<file path="src/rtl/rsi_pkg.sv">
// Purpose: shared constants and types for the reset state initializer
// Assumes: 32-bit APB, byte addressing, one register per aligned word
// Notes: power control is addressed by word index; its byte address is four times it
package rsi_pkg;
  // register byte addresses and indices
  localparam logic [11:0] ADDR_STATUS = 12'h000;
  localparam logic [11:0] ADDR_CTRL = 12'h004;
  localparam logic [11:0] ADDR_PC = 12'h008;
  localparam logic [11:0] ADDR_WAKE = 12'h00C;
  localparam logic [9:0] IDX_POWER_CONTROL = 10'h08E;
  localparam logic [11:0] ADDR_POWER_CONTROL = {IDX_POWER_CONTROL, 2'b00};

  // core status fields
  localparam int ST_BANK_LSB = 5;
  localparam int ST_TO = 4;
  localparam int ST_PD = 3;
  localparam logic [7:0] STATUS_RST = 8'h18;
  // power control fields
  localparam int PC_BOR = 0;
  localparam int PC_POR = 1;
  localparam logic [1:0] POWER_CONTROL_RST = 2'h0;
  // control fields
  localparam int CT_SLEEP = 0;
  localparam int CT_GIE = 1;

  localparam logic [15:0] PC_RESET = 16'h0000;
  localparam logic [15:0] PC_VECTOR = 16'h0004;

  typedef enum logic [2:0] {
    RSI_RUN = 3'b001,
    RSI_SLEEP = 3'b010,
    RSI_VEC = 3'b100
  } rsi_state_t;

  typedef enum logic [5:0] {
    RSI_K_NONE = 6'b000000,
    RSI_K_POR = 6'b000001,
    RSI_K_BOR = 6'b000010,
    RSI_K_MASTER_CLEAR_PIN = 6'b000100,
    RSI_K_WDT = 6'b001000,
    RSI_K_IRQ = 6'b010000,
    RSI_K_UNUSED = 6'b100000
  } rsi_kind_t;

  // reset and wake sources from outside the clock domain
  typedef struct packed {
    logic por;
    logic bor;
    logic master_clear_pin;
    logic wdt;
    logic irq;
  } rsi_evt_t;

  // pending interrupt flags: control, peripheral group 1, peripheral group 2
  typedef struct packed {
    logic ctl;
    logic per1;
    logic per2;
  } rsi_src_t;
endpackage

</file>
<file path="src/rtl/rsi_reset_init.sv">
// Purpose: decides program counter, core status and power control after resets and wakes
// Assumes: event inputs are asynchronous levels; a rising edge is one event
// Notes: unknown arithmetic flags are left as they were
`timescale 1ns/1ns
module rsi_reset_init #(
  parameter int PC_W = 13
) (
  input wire logic pclk, // core clock
  input wire logic presetn, // async reset, active low
  input wire logic psel, // apb select
  input wire logic penable, // apb enable
  input wire logic pwrite, // apb direction
  input wire logic [11:0] paddr, // apb byte address
  input wire logic [31:0] pwdata, // apb write data
  output logic [31:0] prdata, // apb read data
  output logic pready, // apb ready
  output logic pslverr, // apb error on unmapped
  input wire rsi_pkg::rsi_evt_t evt_in, // reset and wake sources
  input wire rsi_pkg::rsi_src_t src_in, // pending interrupt flags
  output logic [PC_W-1:0] pc, // program counter
  output logic [7:0] status, // core status register
  output logic [1:0] power_control, // power control flags
  output logic asleep // core is sleeping
);
  import rsi_pkg::*;

  // the vector needs three bits; the reset and vector constants are sixteen bits wide
  if (PC_W < 3 || PC_W > 16) begin : g_pc_w_check
    $error("PC_W must lie between 3 and 16");
  end

  rsi_evt_t evt_s1, evt_s2, evt_d;
  rsi_src_t src_s1, src_s2;
  rsi_evt_t evt_edge, evt_take;
  rsi_state_t state;
  rsi_kind_t kind;
  logic global_irq_enable;
  logic [2:0] wake_src;
  logic acc, wr, mapped, irq_go;

  function automatic rsi_kind_t pick_kind(input rsi_evt_t e, input logic sleeping);
    pick_kind = RSI_K_NONE;
    if (e.por) begin
      pick_kind = RSI_K_POR;
    end else if (e.bor) begin
      pick_kind = RSI_K_BOR;
    end else if (e.master_clear_pin) begin
      pick_kind = RSI_K_MASTER_CLEAR_PIN;
    end else if (e.wdt) begin
      pick_kind = RSI_K_WDT;
    end else if (e.irq && sleeping) begin
      pick_kind = RSI_K_IRQ;
    end
  endfunction

  function automatic logic is_mapped(input logic [11:0] a);
    is_mapped = (a == ADDR_STATUS) || (a == ADDR_CTRL) || (a == ADDR_PC) ||
      (a == ADDR_WAKE) || (a == ADDR_POWER_CONTROL);
  endfunction

  // two flops before any logic reads the pins
  always_ff @(posedge pclk or negedge presetn) begin
    if (!presetn) begin
      evt_s1 <= '0;
      evt_s2 <= '0;
      evt_d <= '0;
      src_s1 <= '0;
      src_s2 <= '0;
    end else begin
      evt_s1 <= evt_in;
      evt_s2 <= evt_s1;
      evt_d <= evt_s2;
      src_s1 <= src_in;
      src_s2 <= src_s1;
    end
  end

  assign evt_edge = evt_s2 & ~evt_d;
  // a wake with no pending source is dropped so a flag is always left
  assign irq_go = evt_edge.irq && (src_s2 != '0);
  assign evt_take = {evt_edge.por, evt_edge.bor, evt_edge.master_clear_pin, evt_edge.wdt,
    irq_go};
  assign kind = pick_kind(evt_take, state == RSI_SLEEP);
  assign acc = psel && penable && pready;
  assign wr = acc && pwrite && mapped;
  assign mapped = is_mapped(paddr);

  // apb: ready one cycle after setup, data loaded with it
  always_ff @(posedge pclk or negedge presetn) begin
    if (!presetn) begin
      pready <= 1'b0;
      pslverr <= 1'b0;
      prdata <= 32'h0000_0000;
    end else begin
      pready <= psel && !penable;
      pslverr <= psel && !penable && !mapped;
      prdata <= 32'h0000_0000;
      if (psel && !penable && !pwrite) begin
        case (paddr)
          ADDR_STATUS: prdata[7:0] <= status;
          ADDR_CTRL: prdata[CT_GIE:0] <= {global_irq_enable, asleep};
          ADDR_PC: prdata[PC_W-1:0] <= pc;
          ADDR_WAKE: prdata[2:0] <= wake_src;
          ADDR_POWER_CONTROL: prdata[1:0] <= power_control;
          default: prdata <= 32'h0000_0000;
        endcase
      end
    end
  end

  a_unmapped_zero: assert property (@(posedge pclk) disable iff (!presetn)
    (pready && !mapped) |-> (prdata == 32'h0000_0000 && pslverr))
    else $error("unmapped access returned data or no error");

  always_ff @(posedge pclk or negedge presetn) begin
    if (!presetn) begin
      state <= RSI_RUN;
    end else begin
      case (kind)
        RSI_K_POR, RSI_K_BOR, RSI_K_MASTER_CLEAR_PIN: state <= RSI_RUN;
        RSI_K_WDT: state <= RSI_RUN;
        RSI_K_IRQ: state <= global_irq_enable ? RSI_VEC : RSI_RUN;
        default: begin
          case (state)
            RSI_RUN: begin
              if (wr && paddr == ADDR_CTRL && pwdata[CT_SLEEP]) begin
                state <= RSI_SLEEP;
              end
            end
            RSI_SLEEP: state <= RSI_SLEEP;
            RSI_VEC: state <= RSI_RUN;
            default: state <= RSI_RUN;
          endcase
        end
      endcase
    end
  end

  always_ff @(posedge pclk or negedge presetn) begin
    if (!presetn) begin
      asleep <= 1'b0;
    end else begin
      asleep <= (state == RSI_SLEEP) && (kind == RSI_K_NONE) ||
        (state == RSI_RUN) && kind == RSI_K_NONE && wr && paddr == ADDR_CTRL &&
        pwdata[CT_SLEEP];
    end
  end

  // interrupts disabled by any reset and by taking the vector
  always_ff @(posedge pclk or negedge presetn) begin
    if (!presetn) begin
      global_irq_enable <= 1'b0;
    end else if (kind == RSI_K_POR || kind == RSI_K_BOR || kind == RSI_K_MASTER_CLEAR_PIN ||
      (kind == RSI_K_WDT && state != RSI_SLEEP)) begin
      global_irq_enable <= 1'b0;
    end else if (state == RSI_VEC) begin
      global_irq_enable <= 1'b0;
    end else if (wr && paddr == ADDR_CTRL) begin
      global_irq_enable <= pwdata[CT_GIE];
    end
  end

  a_vec_gie: assert property (@(posedge pclk) disable iff (!presetn)
    (state == RSI_VEC && kind == RSI_K_NONE) |=>
    (!global_irq_enable && state == RSI_RUN && pc == PC_W'(PC_VECTOR)))
    else $error("vector step did not load vector and clear enable");

  always_ff @(posedge pclk or negedge presetn) begin
    if (!presetn) begin
      pc <= PC_W'(PC_RESET);
    end else begin
      case (kind)
        RSI_K_POR, RSI_K_BOR: pc <= PC_W'(PC_RESET);
        RSI_K_MASTER_CLEAR_PIN: pc <= PC_W'(PC_RESET);
        RSI_K_WDT: pc <= (state == RSI_SLEEP) ? PC_W'(pc + 1'b1) : PC_W'(PC_RESET);
        RSI_K_IRQ: pc <= PC_W'(pc + 1'b1);
        default: begin
          if (state == RSI_VEC) begin
            pc <= PC_W'(PC_VECTOR);
          end else if (wr && paddr == ADDR_PC) begin
            pc <= pwdata[PC_W-1:0];
          end
        end
      endcase
    end
  end

  // timeout and powerdown are not writable by software
  always_ff @(posedge pclk or negedge presetn) begin
    if (!presetn) begin
      status <= STATUS_RST;
    end else begin
      case (kind)
        RSI_K_POR, RSI_K_BOR: status <= {3'b000, 1'b1, 1'b1, status[2:0]};
        RSI_K_MASTER_CLEAR_PIN: begin
          if (state == RSI_SLEEP) begin
            status <= {3'b000, 1'b1, 1'b0, status[2:0]};
          end else begin
            status <= {3'b000, status[ST_TO:0]};
          end
        end
        RSI_K_WDT: begin
          if (state == RSI_SLEEP) begin
            status <= {status[7:ST_BANK_LSB], 1'b0, 1'b0, status[2:0]};
          end else begin
            status <= {3'b000, 1'b0, status[ST_PD:0]};
          end
        end
        RSI_K_IRQ: status <= {status[7:ST_BANK_LSB], 1'b1, 1'b0, status[2:0]};
        default: begin
          if (wr && paddr == ADDR_STATUS) begin
            status <= {pwdata[7:ST_BANK_LSB], status[ST_TO:ST_PD], pwdata[2:0]};
          end
        end
      endcase
    end
  end

  a_bor_init: assert property (@(posedge pclk) disable iff (!presetn)
    (kind == RSI_K_BOR) |=>
    (pc == '0 && status[7:3] == 5'b00011 && power_control[PC_BOR] == 1'b0))
    else $error("brown-out did not load pc and status");

  always_ff @(posedge pclk or negedge presetn) begin
    if (!presetn) begin
      power_control <= POWER_CONTROL_RST;
    end else if (kind == RSI_K_POR) begin
      power_control <= {1'b0, power_control[PC_BOR]};
    end else if (kind == RSI_K_BOR) begin
      power_control <= {power_control[PC_POR], 1'b0};
    end else if (kind == RSI_K_NONE && wr && paddr == ADDR_POWER_CONTROL) begin
      power_control <= pwdata[1:0];
    end
  end

  a_power_control_keep: assert property (@(posedge pclk) disable iff (!presetn)
    (kind == RSI_K_MASTER_CLEAR_PIN || kind == RSI_K_WDT || kind == RSI_K_IRQ) |=>
    (power_control == $past(power_control)))
    else $error("power control flags changed on reset or wake");

  // write one to clear; a new source in the same cycle wins
  always_ff @(posedge pclk or negedge presetn) begin
    if (!presetn) begin
      wake_src <= 3'h0;
    end else if (kind == RSI_K_IRQ) begin
      wake_src <= wake_src | src_s2;
    end else if (wr && paddr == ADDR_WAKE) begin
      wake_src <= wake_src & ~pwdata[2:0];
    end
  end

  a_wake_keep: assert property (@(posedge pclk) disable iff (!presetn)
    (kind == RSI_K_IRQ) |=> ((wake_src & $past(src_s2)) == $past(src_s2)))
    else $error("wake source flag not recorded");

  a_por_init: assert property (@(posedge pclk) disable iff (!presetn)
    (kind == RSI_K_POR) |=> (pc == '0 && status[7:3] == 5'b00011))
    else $error("power-on did not load pc and status");
  a_master_clear_pin_run: assert property (@(posedge pclk) disable iff (!presetn)
    (kind == RSI_K_MASTER_CLEAR_PIN && state == RSI_RUN) |=>
    (pc == '0 && status[7:5] == 3'b000 && status[4:0] == $past(status[4:0]) &&
    power_control == $past(power_control)))
    else $error("running master clear changed kept bits");
  a_master_clear_pin_sleep: assert property (@(posedge pclk) disable iff (!presetn)
    (kind == RSI_K_MASTER_CLEAR_PIN && state == RSI_SLEEP) |=>
    (status[7:3] == 5'b00010 && status[2:0] == $past(status[2:0])))
    else $error("sleeping master clear gave wrong status");
  a_irq_wake: assert property (@(posedge pclk) disable iff (!presetn)
    (kind == RSI_K_IRQ) |=> (pc == PC_W'($past(pc) + 1'b1) && status[4:3] == 2'b10 &&
    status[7:5] == $past(status[7:5]) && power_control == $past(power_control)))
    else $error("interrupt wake did not resume at next address");
  a_vector_go: assert property (@(posedge pclk) disable iff (!presetn)
    (kind == RSI_K_IRQ && global_irq_enable) |=> (pc == PC_W'($past(pc) + 1'b1)) ##1
    (pc == PC_W'(PC_VECTOR) && !global_irq_enable))
    else $error("vector not taken after next instruction");
  a_bor_flag: assert property (@(posedge pclk) disable iff (!presetn)
    (kind != RSI_K_NONE) |=> (power_control[PC_BOR] == ($past(kind) == RSI_K_BOR ? 1'b0 :
    $past(power_control[PC_BOR]))))
    else $error("brownout flag wrong after reset");
  a_wdt_reset: assert property (@(posedge pclk) disable iff (!presetn)
    (kind == RSI_K_WDT && state != RSI_SLEEP) |=> (pc == '0 && status[7:4] == 4'h0 &&
    status[3:0] == $past(status[3:0])))
    else $error("watchdog reset gave wrong status");
  a_wdt_wake: assert property (@(posedge pclk) disable iff (!presetn)
    (kind == RSI_K_WDT && state == RSI_SLEEP) |=> (status[4:3] == 2'b00 && state == RSI_RUN))
    else $error("watchdog wake gave wrong status");
  a_por_wins: assert property (@(posedge pclk) disable iff (!presetn)
    (evt_edge.por && (evt_edge.master_clear_pin || evt_edge.wdt || evt_edge.bor)) |=>
    (status[4:3] == 2'b11 && power_control[PC_POR] == 1'b0))
    else $error("power-on did not override other reset");
  a_wake_flag: assert property (@(posedge pclk) disable iff (!presetn)
    (kind == RSI_K_IRQ) |=> (wake_src != 3'h0))
    else $error("interrupt wake left no source flag");
  a_unimpl_zero: assert property (@(posedge pclk) disable iff (!presetn)
    (pready && paddr == ADDR_POWER_CONTROL) |-> (prdata[31:2] == 30'h0))
    else $error("unimplemented bits read nonzero");
  a_por_flag: assert property (@(posedge pclk) disable iff (!presetn)
    (kind == RSI_K_BOR || kind == RSI_K_MASTER_CLEAR_PIN || kind == RSI_K_WDT) |=>
    (power_control[PC_POR] == $past(power_control[PC_POR])))
    else $error("power_on_flag changed on non power-on reset");
endmodule

</file>
<file path="config.mk">
export PLATFORM = sky130hd
export DESIGN_NAME = rsi_reset_init
export DESIGN_NICKNAME = d
export VERILOG_FILES = /design/src/rtl/rsi_pkg.sv /design/src/rtl/rsi_reset_init.sv
export SDC_FILE = /design/constraint.sdc
export NUM_CORES = 1
export LEC_CHECK = 0
export BUFFER_PORTS_ARGS = -buffer_cell sky130_fd_sc_hd__buf_2
export CORE_MARGIN = 2
export CORE_UTILIZATION = 45
export DETAILED_ROUTE_END_ITERATION = 8
export GPL_TIMING_DRIVEN = 0
export PLACE_DENSITY = 0.76
export SYNTH_ARGS = -nofsm -noshare
export SYNTH_HDL_FRONTEND = slang
export SYNTH_SLANG_ARGS = --single-unit
</file>
<file path="constraint.sdc">
create_clock -name pclk -period 2.1 [get_ports pclk]
set_input_delay 0.21 -clock pclk [delete_from_list [all_inputs] [get_ports pclk]]
set_output_delay 0.21 -clock pclk [all_outputs]
set_load 0.005 [all_outputs]
</file>
==> flow_summary.yaml <==
setup_path:
  end_kind: "flip-flop"
  path_max_fanout: 4
  regToRegSetupSlack_ps: -20
  crit_type: "flip-flop to flip-flop"
  required_ps: 2340
  setup.worst_path.start_class: "flip-flop"
  rr_endpoint: "pc[1]"
  arrival_ps: 2350
  rr_startpoint: "state[2]"
  worst_r2r_path_depth: 7
cts:
  numCtsBuffers: 9
  htree_levels: 3
  cts_sinks: 67
  cts_tree: "built"
  cts_buffer_depth: 2
  cts-root-buf: "clkbuf_8"
  clk_latency_ps: 350
  clkTransAtPathRegs_ps: 80
yosys:
  ys_warn_count: 0
  yosysSeqAreaShare_pct: 52.6
  syn_area_per_cell_sq_um: 11.1
  ys_seq_elements: 67
  synthFlopType: "dfrtp_1"
  synth_area_leaders: "dfrtp_1 50%, buf_4 5.2%, a22oi_1 3.3%, o2bb2ai_1 3.0%, nor2_1 2.7%"
  synth_simple_gate_area_share_pct: 20.8
  synth.distinct_cells: 51
  synth_xor_area_share_pct: 0
  synth_top_cell_by_area: "dfrtp_1"
  synth-compound-area-share_pct: 15.3
  yosysMostFrequentCell: "dfrtp_1"
  synth_top_cell_area_share_pct: 50.2
  synth_common_cells: "64 x dfrtp_1, 23 x nor2_1, 22 x buf_4"
  synth_edf_count: 0
  synth_top_family_by_area: "simple AND/OR/NAND/NOR gates"
  muxShareOfSynthArea_pct: 3.68
  yosys.area_share.adder_pct: 0.392
  synth_area_sq_mm: 0.00319
  synthCells: 287
  async_flop_share_pct: 100
route:
  viasPerCell: 5.35
  first_iter_violations: 280
  num_vias: 2770
  routed_wirelength_mm: 8.21
  drc_errors: 0
  post_drt_wl_per_cell_microns: 15.8
  postRouteAntennaNets: 0
  drt_first_pass_iters: 5
power_and_ir_drop:
  p_per_area_mw_per_mm2: 683
  power_mw: 2.95
  peakVddDrop_mv: 0.492
  leakage_nw: 2.11
global_route:
  grt_pass1_wl_mm: 12.0
  track_usage_pct: 20.1
  grt_start_max_net_pins: 68
  grt_pass1_vias: 2507
  antenna_found_initial: 0
  grt-ovfl-total: 0
floorplanning:
  rows: 30
  core-area_sq_mm: 0.00683
  ios: 115
  start_util_pct: 46.7
  die_h_microns: 88.2
  die_area_sq_mm: 0.00778
  die_w_microns: 88.2
placement:
  dp.cells: 477
  dp_hpwl_mm: 5.35
  pre_cts_ws_ps: -172
  gp_congestion: 0.879
  io_buffers: 76
layout:
  fin_util_pct: 63.2
  n_antenna_cell: 0
  syn_to_final_growth_pct: 35.2
  fill_cells: 546
  drive_gt1_share_pct: 38.2
  finalNonFillerCells: 518
  fin_nets: 475
worst_hold_path:
  min_to: "status[6]"
  min_from: "pwdata[6]"
  whs_path_depth: 3
  hold_path.class: "input pin to flip-flop"
sta:
  worst_pin_slew_ps: 817
  setup_viol: 1
  maxSlewViolCount: 0
  min_period_ps: 2120
  relSlewSlack_pct: 45.0
  final.period_utilization_pct: 101
  finalHoldViolCount: 0
  setup_slack_ps: -17.2
  max_freq_ghz: 0.472
  fin_skew_ps: 14.2
  rsz0062_at_grt: "true"
run_status:
  outcome: "finished, violations left"
  violations: "setup timing"
flow_run:
  cap_violations: 0
worst max path at each step:
stage	depth (start not counted)	endpoint	slack, ps	start
detailed placement	5	status[2]	-170	evt_s2[4]
floorplan	5	status[0]	80	evt_s2[1]
global route	4	power_control[0]	-90	evt_s2[1]
global placement	5	status[0]	-150	evt_s2[4]
CTS	5	pc[1]	-3	evt_s2[1]
finish	7	pc[1]	-20	state[2]
state kept, by name, summed over array words and instances, names as in the netlist:
name,cells
evt_s2,5
prdata,13
evt_d,5
state,3
src_s1,3
evt_s1,5
wake_src,3
power_control,2
pready,1
pc,13
asleep,1
pslverr,1
status,8
src_s2,3
global_irq_enable,1
layout by cell type, fill, tap and decap left out, types with 6 or more instances in the layout:
cell type      netlist  routed
buf_2                3      75
dfrtp_1             64      63
buf_4               22      35
nor2_1              23      22
conb_1               1      19
a22oi_1             14      14
nand2_1             15      14
and3_1              13      13
o2bb2ai_1           11      11
inv_1               10      10
o22ai_1             10      10
clkbuf_8             0      10
dlygate4sd3_1        0       9
nor3_1               6       6
metrics by stage:
step	setup TNS, ps	instance area, sq um	hold WS, ps
finish	-17.2	4310	125
global route	-568	4310	121
floorplan	0	3260	-85.6
detailed placement	-1400	3760	319
CTS	-2.64	4150	120
global placement	-832	3760	317
logic make-up (layout without fill, tap and decap cells):
group | after synthesis | count (layout)
adders and majority gates | 1 | 1
AOI/OAI and AO/OA | 63 | 63
muxes | 10 | 10
other | 1 | 19
DFF | 67 | 67
buffers and inverters | 37 | 154
and+or+nand+nor | 108 | 108
power by group:
group / leakage (nW) / internal, mW / switching, mW / total [mW]
combinational: 1.14 / 0.163 / 0.173 / 0.336
clock: 0.108 / 0.700 / 0.512 / 1.21
sequential: 0.863 / 1.34 / 0.0563 / 1.40
total: 2.11 / 2.21 / 0.741 / 2.95
worst max-delay path: stages, from the launching register on:
cell and delay, ps:
dfrtp_2 460, or3b_4 440, buf_4 160, nor3_4 250, buf_6 140, a211oi_4 50, a22o_1 230, mux2_1 280
area by class of cell:
cell class | instances | area (sq um) | share of cell area, %
Clock buffer | 10 | 138 | 3.19
Multi-Input combinational cell | 201 | 1410 | 32.7
Sequential cell | 67 | 1680 | 39.0
Inverter | 10 | 37.5 | 0.870
Tap cell | 96 | 120 | 2.78
Timing Repair Buffer | 101 | 618 | 14.3
Buffer | 27 | 218 | 5.05
Clock inverter | 6 | 88.8 | 2.06
repair_timing:
item,4_1_cts,5_1_grt
pin swaps,3,9
hold endpoints to repair,56,0
cloned,0,1
endpoints found under the setup margin,16,18
gates resized for setup,11,14
hold buffers,9,0
buffers inserted,4,11
metal layers:
metal / part of all wire, % / up-vias / global-route usage, %
li1: - / 1300 / -
met1: 44 / 1307 / 28.9
met2: 48 / 147 / 30.6
met3: 7.4 / 16 / 4.76
met4: 1.4 / 0 / 6.06
met5: 0 / - / 0
Power figures use the tool's default switching activity.
